[src/core/sup_timer_pkg.sv]
package sup_timer_pkg;
	// register map
	localparam logic [7:0] CTRL_OFFSET = 8'hC9;
	localparam logic [7:0] IRQ_STATUS_OFFSET = 8'hCA;
	localparam logic [7:0] IRQ_MASK_OFFSET = 8'hCB;
	localparam logic [7:0] CLK_DIV_OFFSET = 8'hCC;
	// control field positions
	localparam int CLR_LSB = 4;
	localparam int MODE_LSB = 2;
	localparam int INT_LSB = 0;
	// reset values
	localparam logic [7:0] CTRL_RESET = 8'h00;
	localparam logic [14:0] COUNT_RESET = 15'h0000;
	// clear keys
	localparam logic [3:0] KEY_ARM = 4'hA;
	localparam logic [3:0] KEY_FIRE = 4'h5;
	// mode codes
	localparam logic [1:0] MODE_IDLE = 2'h0;
	localparam logic [1:0] MODE_RSVD = 2'h1;
	localparam logic [1:0] MODE_WDOG = 2'h2;
	localparam logic [1:0] MODE_TIMER = 2'h3;
	// interval terminal counts (periods minus one)
	localparam logic [14:0] TC_32768 = 15'h7FFF;
	localparam logic [14:0] TC_8192 = 15'h1FFF;
	localparam logic [14:0] TC_512 = 15'h01FF;
	localparam logic [14:0] TC_64 = 15'h003F;
	// low-frequency tick timing
	localparam int CLK_PERIOD_NS = 10;
	localparam int TICK_SYNC_STAGES = 2;

	typedef enum logic [1:0] {ST_IDLE, ST_WDOG, ST_TIMER} run_state_e;

	typedef struct packed {
		logic [7:0] addr;
		logic [7:0] wdata;
		logic wr;
		logic rd;
	} reg_req_s;

	typedef struct packed {
		run_state_e state;
		logic [1:0] interval;
		logic [14:0] count;
		logic [2:0] div_sel;
		logic armed;
		logic arm_tick_seen;
		logic [1:0] tick_sync;
		logic tick_prev;
		logic irq_flag;
		logic irq_mask;
		logic sys_reset;
		logic [7:0] rdata;
	} timer_state_s;
endpackage

[src/core/sup_timer.sv]
// Function
// [RULE_01] watchdog cleared only by A then 5
// [RULE_02] clear writes ignored while idle
// [RULE_03] timer mode: clear bit0 zeroes counter
// [RULE_04] clear field always reads zero
// [RULE_05] mode codes idle, reserved, watchdog, timer
// [RULE_06] idle code stops timer mode
// [RULE_07] mode writes ignored once watchdog runs
// [RULE_08] software idles timer before watchdog start
// [RULE_09] interval codes select 32768/8192/512/64
// [RULE_10] interval latched only while idle
// [RULE_11] clock division shortens interval when enabled
// [RULE_12] 15-bit hidden counter on slow clock
// [RULE_13] disabled at reset, starts from zero
// [RULE_14] watchdog expiry resets system, no irq
// [RULE_15] timer expiry sets masked irq flag
// [RULE_16] arm on A, disarm on timeout/other
//
// Implementation choice: the strobed register port.
`timescale 1ns/10ps
module sup_timer #(
	parameter bit DIV_SHORTENS = 1'b1
) (
	// clock and reset
	input wire logic core_clk_in,
	input wire logic resetn_in,
	// register port
	input wire sup_timer_pkg::reg_req_s req_in,
	output logic [7:0] rdata_out,
	// slow clock from pin
	input wire logic slow_clk_in,
	// outputs
	output logic irq_out,
	output logic sys_reset_out
);
	import sup_timer_pkg::*;

	timer_state_s st_r;
	timer_state_s st_nxt;
	logic tick;
	logic ctrl_wr;
	logic [3:0] clr_w;
	logic [1:0] mode_w;
	logic [14:0] tc;
	logic [15:0] span;
	logic [15:0] span_div;
	logic [14:0] tc_eff;
	logic expire;

	////////////////////////////////////////////////////////////
	// decode
	always_comb begin
		ctrl_wr = req_in.wr && (req_in.addr == CTRL_OFFSET);
		clr_w = req_in.wdata[CLR_LSB +: 4];
		mode_w = req_in.wdata[MODE_LSB +: 2];
		tick = st_r.tick_sync[1] && !st_r.tick_prev;
		case (st_r.interval) // [RULE_09]
			2'h0: tc = TC_32768;
			2'h1: tc = TC_8192;
			2'h2: tc = TC_512;
			default: tc = TC_64;
		endcase
		// divided system clock shortens the interval by 2^div_sel
		span = {1'b0, tc} + 16'h0001;
		if (DIV_SHORTENS) // [RULE_11]
			span_div = span >> st_r.div_sel;
		else
			span_div = span;
		if (span_div == 16'h0000)
			tc_eff = 15'h0000;
		else
			tc_eff = 15'(span_div - 16'h0001);
		expire = st_r.count >= tc_eff;
	end

	////////////////////////////////////////////////////////////
	// next state
	always_comb begin
		st_nxt = st_r;
		st_nxt.tick_sync = {st_r.tick_sync[0], slow_clk_in};
		st_nxt.tick_prev = st_r.tick_sync[1];
		st_nxt.sys_reset = 1'b0;
		if (tick) begin
			st_nxt.arm_tick_seen = st_r.armed;
			if (st_r.armed && st_r.arm_tick_seen)
				st_nxt.armed = 1'b0; // [RULE_16]
		end
		if (tick && st_r.state != ST_IDLE) begin
			st_nxt.count = st_r.count + 15'h0001; // [RULE_12]
			if (expire) begin
				st_nxt.count = COUNT_RESET;
				if (st_r.state == ST_WDOG)
					st_nxt.sys_reset = 1'b1; // [RULE_14]
				else
					st_nxt.irq_flag = 1'b1; // [RULE_15]
			end
		end
		if (ctrl_wr) begin
			case (st_r.state)
				ST_IDLE: begin
					st_nxt.interval = req_in.wdata[INT_LSB +: 2]; // [RULE_10]
					st_nxt.count = COUNT_RESET; // [RULE_13]
					st_nxt.armed = 1'b0; // [RULE_02]
					if (mode_w == MODE_WDOG)
						st_nxt.state = ST_WDOG; // [RULE_05]
					else if (mode_w == MODE_TIMER)
						st_nxt.state = ST_TIMER;
				end
				ST_TIMER: begin
					if (clr_w[0])
						st_nxt.count = COUNT_RESET; // [RULE_03]
					if (mode_w == MODE_IDLE) begin
						st_nxt.state = ST_IDLE; // [RULE_06]
						st_nxt.count = COUNT_RESET;
					end
				end
				ST_WDOG: begin
					// mode and interval bits ignored here [RULE_07]
					if (st_r.armed && clr_w == KEY_FIRE) begin
						st_nxt.count = COUNT_RESET; // [RULE_01]
						st_nxt.armed = 1'b0;
					end else if (clr_w == KEY_ARM) begin
						st_nxt.armed = 1'b1; // [RULE_16]
						st_nxt.arm_tick_seen = 1'b0;
					end else begin
						st_nxt.armed = 1'b0; // [RULE_16]
					end
				end
				default: st_nxt.state = ST_IDLE;
			endcase
		end
		if (req_in.wr && req_in.addr == IRQ_STATUS_OFFSET && req_in.wdata[0])
			st_nxt.irq_flag = st_nxt.irq_flag && tick && expire && st_r.state == ST_TIMER;
		if (req_in.wr && req_in.addr == IRQ_MASK_OFFSET)
			st_nxt.irq_mask = req_in.wdata[0];
		if (req_in.wr && req_in.addr == CLK_DIV_OFFSET)
			st_nxt.div_sel = req_in.wdata[2:0];
		st_nxt.rdata = 8'h00;
		if (req_in.rd) begin
			case (req_in.addr)
				CTRL_OFFSET: begin
					// clear field reads zero [RULE_04]
					st_nxt.rdata[MODE_LSB +: 2] = (st_r.state == ST_WDOG) ? MODE_WDOG :
						(st_r.state == ST_TIMER) ? MODE_TIMER : MODE_IDLE;
					st_nxt.rdata[INT_LSB +: 2] = st_r.interval;
				end
				IRQ_STATUS_OFFSET: st_nxt.rdata = {7'h00, st_r.irq_flag};
				IRQ_MASK_OFFSET: st_nxt.rdata = {7'h00, st_r.irq_mask};
				CLK_DIV_OFFSET: st_nxt.rdata = {5'h00, st_r.div_sel};
				default: st_nxt.rdata = 8'h00;
			endcase
		end
	end

	////////////////////////////////////////////////////////////
	// registers
	always_ff @(posedge core_clk_in) begin
		if (!resetn_in) begin
			st_r <= '0;
		end else begin
			st_r <= st_nxt;
		end
	end

	assign rdata_out = st_r.rdata;
	assign irq_out = st_r.irq_flag && st_r.irq_mask;
	assign sys_reset_out = st_r.sys_reset;

	////////////////////////////////////////////////////////////
	// assertions
	property p_wdog_no_irq;
		@(posedge core_clk_in) disable iff (!resetn_in)
		st_r.state == ST_WDOG && !st_r.irq_flag |=> !st_r.irq_flag;
	endproperty
	a_wdog_no_irq: assert property (p_wdog_no_irq) else $error("irq set in watchdog"); // [RULE_14]

	property p_timer_no_reset;
		@(posedge core_clk_in) disable iff (!resetn_in)
		st_r.state != ST_WDOG |=> !sys_reset_out;
	endproperty
	a_timer_no_reset: assert property (p_timer_no_reset) else $error("reset outside watchdog"); // [RULE_15]

	property p_wdog_sticky;
		@(posedge core_clk_in) disable iff (!resetn_in)
		st_r.state == ST_WDOG |=> st_r.state == ST_WDOG;
	endproperty
	a_wdog_sticky: assert property (p_wdog_sticky) else $error("watchdog left"); // [RULE_07]

	property p_clr_reads_zero;
		@(posedge core_clk_in) disable iff (!resetn_in)
		req_in.rd && req_in.addr == CTRL_OFFSET |=> rdata_out[7:4] == 4'h0;
	endproperty
	a_clr_reads_zero: assert property (p_clr_reads_zero) else $error("clear field nonzero"); // [RULE_04]

	property p_idle_stop;
		@(posedge core_clk_in) disable iff (!resetn_in)
		st_r.state == ST_TIMER && ctrl_wr && mode_w == MODE_IDLE |=> st_r.state == ST_IDLE && st_r.count == 15'h0000;
	endproperty
	a_idle_stop: assert property (p_idle_stop) else $error("timer not stopped"); // [RULE_06]

	property p_idle_frozen;
		@(posedge core_clk_in) disable iff (!resetn_in)
		st_r.state == ST_IDLE && !ctrl_wr |=> st_r.count == 15'h0000;
	endproperty
	a_idle_frozen: assert property (p_idle_frozen) else $error("idle counter moved"); // [RULE_13]

	property p_interval_hold;
		@(posedge core_clk_in) disable iff (!resetn_in)
		st_r.state != ST_IDLE |=> $stable(st_r.interval);
	endproperty
	a_interval_hold: assert property (p_interval_hold) else $error("interval changed"); // [RULE_10]

	property p_timer_clear;
		@(posedge core_clk_in) disable iff (!resetn_in)
		st_r.state == ST_TIMER && ctrl_wr && clr_w[0] |=> st_r.count == 15'h0000;
	endproperty
	a_timer_clear: assert property (p_timer_clear) else $error("timer clear failed"); // [RULE_03]

	property p_key_clear;
		@(posedge core_clk_in) disable iff (!resetn_in)
		st_r.state == ST_WDOG && st_r.armed && ctrl_wr && clr_w == KEY_FIRE |=> st_r.count == 15'h0000 && !st_r.armed;
	endproperty
	a_key_clear: assert property (p_key_clear) else $error("key clear failed"); // [RULE_01]

	property p_unarmed_no_clear;
		@(posedge core_clk_in) disable iff (!resetn_in)
		st_r.state == ST_WDOG && !st_r.armed && ctrl_wr && clr_w == KEY_FIRE && !tick |=> $stable(st_r.count);
	endproperty
	a_unarmed_no_clear: assert property (p_unarmed_no_clear) else $error("clear without key"); // [RULE_01]

	property p_wdog_expire;
		@(posedge core_clk_in) disable iff (!resetn_in)
		st_r.state == ST_WDOG && tick && expire |=> sys_reset_out;
	endproperty
	a_wdog_expire: assert property (p_wdog_expire) else $error("no reset on expiry"); // [RULE_14]

	property p_reset_pulse;
		@(posedge core_clk_in) disable iff (!resetn_in)
		sys_reset_out |=> !sys_reset_out;
	endproperty
	a_reset_pulse: assert property (p_reset_pulse) else $error("reset pulse too long"); // [RULE_14]

	property p_timer_expire;
		@(posedge core_clk_in) disable iff (!resetn_in)
		st_r.state == ST_TIMER && tick && expire |=> st_r.irq_flag;
	endproperty
	a_timer_expire: assert property (p_timer_expire) else $error("no flag on expiry"); // [RULE_15]

	property p_irq_clear;
		@(posedge core_clk_in) disable iff (!resetn_in)
		req_in.wr && req_in.addr == IRQ_STATUS_OFFSET && req_in.wdata[0] && !(tick && expire && st_r.state == ST_TIMER)
			|=> !st_r.irq_flag;
	endproperty
	a_irq_clear: assert property (p_irq_clear) else $error("flag not cleared"); // [RULE_15]

	property p_idle_stays;
		@(posedge core_clk_in) disable iff (!resetn_in)
		st_r.state == ST_IDLE && ctrl_wr && (mode_w == MODE_RSVD || mode_w == MODE_IDLE) |=> st_r.state == ST_IDLE;
	endproperty
	a_idle_stays: assert property (p_idle_stays) else $error("idle left"); // [RULE_02]

	property p_start_zero;
		@(posedge core_clk_in) disable iff (!resetn_in)
		st_r.state == ST_IDLE && ctrl_wr && (mode_w == MODE_WDOG || mode_w == MODE_TIMER)
			|=> st_r.state != ST_IDLE && st_r.count == 15'h0000;
	endproperty
	a_start_zero: assert property (p_start_zero) else $error("start not from zero"); // [RULE_13]

	property p_timer_no_wdog;
		@(posedge core_clk_in) disable iff (!resetn_in)
		st_r.state == ST_TIMER && ctrl_wr && mode_w == MODE_WDOG |=> st_r.state == ST_TIMER;
	endproperty
	a_timer_no_wdog: assert property (p_timer_no_wdog) else $error("timer jumped to watchdog"); // [RULE_05]

	property p_count_step;
		@(posedge core_clk_in) disable iff (!resetn_in)
		st_r.state != ST_IDLE && tick && !expire && !ctrl_wr |=> st_r.count == $past(st_r.count) + 15'h0001;
	endproperty
	a_count_step: assert property (p_count_step) else $error("count step wrong"); // [RULE_12]

	property p_count_hold;
		@(posedge core_clk_in) disable iff (!resetn_in)
		st_r.state != ST_IDLE && !tick && !ctrl_wr |=> $stable(st_r.count);
	endproperty
	a_count_hold: assert property (p_count_hold) else $error("count moved without tick"); // [RULE_12]

	property p_arm_key;
		@(posedge core_clk_in) disable iff (!resetn_in)
		st_r.state == ST_WDOG && ctrl_wr && clr_w == KEY_ARM |=> st_r.armed;
	endproperty
	a_arm_key: assert property (p_arm_key) else $error("key not armed"); // [RULE_16]

	property p_disarm_timeout;
		@(posedge core_clk_in) disable iff (!resetn_in)
		st_r.armed && st_r.arm_tick_seen && tick && !ctrl_wr |=> !st_r.armed;
	endproperty
	a_disarm_timeout: assert property (p_disarm_timeout) else $error("arm window kept"); // [RULE_16]

	property p_rdata_idle;
		@(posedge core_clk_in) disable iff (!resetn_in)
		!req_in.rd |=> rdata_out == 8'h00;
	endproperty
	a_rdata_idle: assert property (p_rdata_idle) else $error("read data outside read"); // [RULE_04]

	property p_mode_readback;
		@(posedge core_clk_in) disable iff (!resetn_in)
		req_in.rd && req_in.addr == CTRL_OFFSET |=> rdata_out[MODE_LSB +: 2] != MODE_RSVD;
	endproperty
	a_mode_readback: assert property (p_mode_readback) else $error("reserved mode read"); // [RULE_05]

	c_wdog_start: cover property (@(posedge core_clk_in) st_r.state == ST_IDLE ##1 st_r.state == ST_WDOG);
	c_timer_irq: cover property (@(posedge core_clk_in) st_r.state == ST_TIMER && irq_out);
	c_wdog_reset: cover property (@(posedge core_clk_in) sys_reset_out);
	c_key_seq: cover property (@(posedge core_clk_in) st_r.armed ##1 !st_r.armed && st_r.count == 15'h0000);
	c_div_expire: cover property (@(posedge core_clk_in) st_r.div_sel != 3'h0 && tick && expire && st_r.state == ST_TIMER);
endmodule

[config.mk]
export PLATFORM = sky130hd
export DESIGN_NAME = sup_timer
export DESIGN_NICKNAME = d
export VERILOG_FILES = /design/src/core/sup_timer_pkg.sv /design/src/core/sup_timer.sv
export SDC_FILE = /design/constraint.sdc
export NUM_CORES = 1
export LEC_CHECK = 0
export BUFFER_PORTS_ARGS = -buffer_cell sky130_fd_sc_hd__buf_2
export CORE_ASPECT_RATIO = 0.75
export CORE_MARGIN = 2
export CORE_UTILIZATION = 40
export CTS_CLUSTER_DIAMETER = 200
export DETAILED_ROUTE_END_ITERATION = 8
export SYNTH_ARGS = -nofsm -noshare
export SYNTH_HDL_FRONTEND = slang
export SYNTH_SLANG_ARGS = --single-unit
[constraint.sdc]
create_clock -name core_clk_in -period 5.65 [get_ports core_clk_in]
set_input_delay 1.13 -clock core_clk_in [delete_from_list [all_inputs] [get_ports core_clk_in]]
set_output_delay 1.13 -clock core_clk_in [all_outputs]
set_load 0.02 [all_outputs]
Yosys cells after proc, flatten, opt, wreduce, memory -nomap -nowiden
Cells that the tools add are included.

Logic and storage cells: 86. Output and inout bits: 10. Register bits after elaboration: 38. Bits of input ports: 21.

Order comparisons: 1. Muxes and demuxes: 30. Bitwise logic cells: 1. Reduce and logical (&&, ||, !) cells: 23. $add $sub $neg: 3. Shift-type cells: 1. Equal/unequal tests: 14.

Operators with widths (number): 15-bit two-way mux (7); 15-bit one-hot mux with 3 select lines (2); 8-bit equality test, second input constant (4); 15-bit by 1-bit adder with 16-bit output, second input constant (1); 16-bit logical NOT (1); 4-bit one-hot mux with 4 select lines (1); 16-bit by 3-bit right shift with 16-bit output (1); 15-bit by 1-bit adder with 15-bit output, second input constant (1); 15-bit greater-or-equal comparator (1); 15-bit by 1-bit subtractor with 15-bit output, second input constant (1); 2-bit two-way mux (7); 1-bit logical AND (13); 1-bit two-way mux (11); 2-bit equality test, second input constant (4); 2-bit logical NOT (3); 2-bit one-hot mux with 3 select lines (1); 2-bit by 1-bit equality test with 1-bit output, second input constant (2); 4-bit by 3-bit equality test with 1-bit output, second input constant (1); 4-bit equality test, second input constant (1); 2-bit AND reduction (2); 4-bit AND reduction (1); 3-bit != test, second input constant (1); 3-bit AND reduction (1); 2-bit != test, second input constant (1); other kinds (4) (4).

Depth between registers and ports, before layout
Depth after elaboration: 13. Depth in mapped cells: 18. Depth with buffers taken out: 14.

Least setup slack after synthesis
OpenSTA, ideal clock, no wires.

Kind: flip-flop to flip-flop. From: register st_r[17] in the netlist's numbering. To: register st_r[28] in the netlist's numbering. Data required time: 5.585 ns. Data arrival time: 3.649 ns. Setup time: 0.065 ns. Cell stages (with the launch flop): 18. Buffers on the path: 5. Setup slack: 1.937 ns. Clock period less this slack: 3.713 ns. Cell sequence: dfxtp_1 > clkbuf_1 > clkbuf_1 > or3_1 > ha_1 > clkbuf_1 > buf_1 > a21oi_1 > o21ai_0 > nand2_1 > a32o_1 > ha_1 > a41oi_1 > o21ai_0 > a211oi_1 > o211ai_2 > buf_6 > nor2_1.

Longest elaborated chain between the ends: 10.

RTL lines: start, declared (RTL line sup_timer.sv:38) `timer_state_s st_r;`; start signal, assigned (RTL line sup_timer.sv:161) `st_r <= st_nxt;`; 16-bit by 3-bit right shift with 16-bit output * (RTL line sup_timer.sv:66) `span_div = span >> st_r.div_sel;`; 15-bit by 1-bit subtractor with 15-bit output or 16-bit logical NOT (tied branches) (RTL line sup_timer.sv:72, sup_timer.sv:69); 15-bit two-way mux * (RTL line sup_timer.sv:69) `if (span_div == 16'h0000)`; 15-bit greater-or-equal comparator * (RTL line sup_timer.sv:73) `expire = st_r.count >= tc_eff;`; 15-bit two-way mux * (RTL line sup_timer.sv:90) `if (expire) begin`; 15-bit two-way mux * (RTL line sup_timer.sv:88) `if (tick && st_r.state != ST_IDLE) begin`; 15-bit two-way mux (RTL line sup_timer.sv:110) `if (clr_w[0])`; 15-bit two-way mux (RTL line sup_timer.sv:112) `if (mode_w == MODE_IDLE) begin`; 15-bit one-hot mux with 3 select lines (RTL line sup_timer.sv:99) `case (st_r.state)`; 15-bit two-way mux * (RTL line sup_timer.sv:98) `if (ctrl_wr) begin`.

Mark *: on every way between the ends. The rest lies on a longest branch, timed or not. A chain may end at the register's enable or synchronous reset.

Worst setup path after layout
From: register st_r[35] in the netlist's numbering. To: register st_r[21] in the netlist's numbering.

Longest elaborated chain between the ends: 13.

RTL lines: 2-bit equality test (tied with other cells) (RTL line sup_timer.sv:57) `case (st_r.interval)`; 15-bit one-hot mux with 3 select lines * (RTL line sup_timer.sv:57); 15-bit by 1-bit adder with 16-bit output * (RTL line sup_timer.sv:64) `span = {1'b0, tc} + 16'h0001;`; 16-bit by 3-bit right shift with 16-bit output * (RTL line sup_timer.sv:66); 15-bit by 1-bit subtractor with 15-bit output or 16-bit logical NOT (tied branches) (RTL line sup_timer.sv:72, sup_timer.sv:69); 15-bit two-way mux * (RTL line sup_timer.sv:69); 15-bit greater-or-equal comparator * (RTL line sup_timer.sv:73); 15-bit two-way mux * (RTL line sup_timer.sv:90); 15-bit two-way mux * (RTL line sup_timer.sv:88); 15-bit two-way mux (RTL line sup_timer.sv:110); 15-bit two-way mux (RTL line sup_timer.sv:112); 15-bit one-hot mux with 3 select lines (RTL line sup_timer.sv:99); 15-bit two-way mux * (RTL line sup_timer.sv:98).

Marked as above.

==> results.py <==
metrics = {
    "run_status": {
        "status": "completed",
    },
    "global_route": {
        "grt_pass1_vias": 2090,
        "antenna_found_initial": 0,
        "gr-total-overflow": 0,
        "track_usage_pct": 17.0,
        "grt_max_degree": 31,
        "grt_pass1_wl_um": 10100,
    },
    "routing": {
        "first_iter_violations": 123,
        "postRouteAntennaNets": 0,
        "drc_errors": 0,
        "firstDrtPassIters": 4,
        "drt_wl_total_um": 6110,
        "vias": 2373,
        "vias_per_cell": 5.43,
        "wl_per_cell_um": 14.0,
    },
    "cts": {
        "clk_pin_slew_worst_paths_ns": 0.07,
        "post_cts_resized": 0,
        "cts_buffer_depth": 2,
        "clk_latency_ns": 0.29,
        "cts_root_buf": "clkbuf_8",
        "cts.hold.buffers_added": 0,
        "clkSinkCount": 34,
        "cts_tree": "done",
        "postCtsSetupBuffers": 0,
        "htree_levels": 2,
        "cts_buffers": 5,
    },
    "cells_and_area": {
        "final_cell_mix": "nor2_1, dfxtp_1, nand2_1",
        "drive_gt1_share_pct": 13.2,
        "area_growth_pct": 8.08,
        "final_nets": 399,
        "final_common_cell": "nor2_1",
        "diodes": 0,
    },
    "timing": {
        "min_period_over_period_pct": 83.2,
        "final_max_slew_viol_count": 0,
        "finalWorstPathRequiredPeriod_ns": 4.70,
        "slew_headroom_pct": 34.1,
        "setup_violations": 0,
        "hold_viol_final": 0,
        "timing.setup.tns_ns": 0,
        "rsz0062_at_grt": "false",
        "hold_ws_ns": 0.435,
        "skew_ns": 0.00811,
        "worst_pin_slew_ns": 0.979,
        "fmax_mhz": 213,
    },
    "placement": {
        "port_buffers": 26,
        "gp_congestion": 0.949,
        "dp_hpwl_um": 4610,
    },
    "floorplan": {
        "die_h_um": 74.7,
        "rows": 25,
        "die_x_um": 98.2,
        "dieArea_um2": 7330,
        "initial_core_util_pct": 41.7,
        "ios": 31,
        "coreArea_um2": 6380,
    },
    "power": {
        "p_leak_nw": 1.17,
        "max-vdd-ir-drop_mv": 0.0855,
        "power_density_nw_per_um2": 156,
    },
    "yosys": {
        "synth_top_area_cell": "dfxtp_1",
        "async_flop_share_pct": 0,
        "yosysWarnings": 0,
        "syn-cell-area_um2": 2660,
        "synthDistinctLibCells": 58,
        "ys.flop_type": "dfxtp_1",
        "synth_enable_flop_cells": 0,
        "synthTopCellsByArea": "dfxtp_1, ha_1, nor2_1, nand2_1, a21oi_1",
        "synth_top_area_share_pct": 25.6,
        "syn_area_per_cell_um2": 7.76,
        "yosysSeqAreaShare_pct": 25.6,
        "synthCells": 343,
        "ys_seq_elements": 34,
    },
    "worst_setup_path": {
        "critPathLaunchType": "register",
        "crit_arrival_ns": 4.86,
        "critPathKind": "reg2reg",
        "worstPathMaxFanout": 22,
        "required_ns": 5.81,
        "endpoint_kind": "register",
    },
    "job": {
        "drv_cap": 0,
    },
    "min_path": {
        "hold_class": "reg2reg",
    },
}
-- logic make-up after synthesis --
logic type | synth area share [%]
simple gates | 30.6
compound gates | 17.6
buf+inv | 6.95
flops | 25.6
fa+ha+maj | 11.2
xor+xnor | 4.93
mux | 3.01
other cells | 0.141
-- power breakdown --
group          total, mW  internal, mW  switching (mW)  leakage (nW)
sequential         0.241         0.240        0.000409         0.274
combinational     0.0260        0.0107          0.0153         0.850
clock              0.183        0.0865          0.0963        0.0441
-- synth_stat cells (5+ instances only) --
cell      count
mux2i_1       8
nor2b_1      11
a211oi_1      5
o21ai_0      16
a21oi_1      18
or2_2         5
nand4_1       7
ha_1         23
dfxtp_1      34
nand2_1      28
nor3_1        7
and2_1        7
xor2_1        7
nand3_1      15
and3_1        5
nand2b_1      5
inv_1        12
xnor2_1       8
buf_4         8
nor2_1       36
clkbuf_1     14
-- area by class of cell --
| type | instances | area [um^2] |
|---|---|---|
| clock buffer | 5 | 68.8 |
| sequential | 34 | 681 |
| clock inverter | 3 | 21.3 |
| tap | 81 | 101 |
| timing repair buffer | 29 | 153 |
| fill | 669 | 3500 |
| inverter | 12 | 45.0 |
| multi-input combinational | 273 | 1810 |
-- final timing paths --
| kind | from | to | slack (ns) | cells after the start |
|---|---|---|---|---|
| worst max register to register | st_r[35] | st_r[21] | 0.95 | 14 |
| worst min register to register | st_nxt[13] | st_nxt[11] | 0.44 | 1 |
| worst max-delay path | st_r[35] | st_r[21] | 0.95 | 14 |
| worst min-delay path | st_nxt[13] | st_nxt[11] | 0.44 | 1 |
-- flip-flops by register name, summed over array words and instances, names as in the netlist --
register,cells
st_r,27
rdata_out,4
sys_reset_out,1
st_nxt,2
-- critical path: stages, from the launching register on --
cell and delay [ns]:
dfxtp_1 0.74, nand2_1 0.39, or3_1 0.49, ha_1 0.42, or2_2 0.38, o21ai_0 0.16, a22oi_1 0.09, o221ai_1 0.23
nand2_1 0.10, ha_1 0.30, nand4_1 0.13, nor4_1 0.28, a211oi_1 0.16, o211ai_2 0.58, nor2_1 0.11
-- per-layer routing --
metal	vias up	share of wire [%]	track usage, %
met5	-	0	0
met4	0	0.33	3.35
met3	2	3.8	3.53
met2	33	42	25.9
met1	1101	54	25.2
li1	1237	-	-
-- per-stage QoR --
step | util (%) | cells | power (mW) | setup slack [ns] | area, um^2
5_1_grt | 45.1 | 437 | 0.468 | 0.497 | 2880
3_5_place_dp | 43.7 | 429 | 0.272 | 1.04 | 2790
2_1_floorplan | - | 346 | 0.263 | 1.94 | 2670
6_report | 45.1 | 437 | 0.450 | 0.948 | 2880
4_1_cts | 45.1 | 437 | 0.455 | 1.03 | 2880
3_3_place_gp | 43.7 | 429 | 0.272 | 1.21 | 2790
Note: power is estimated with default switching activity, not from simulation.
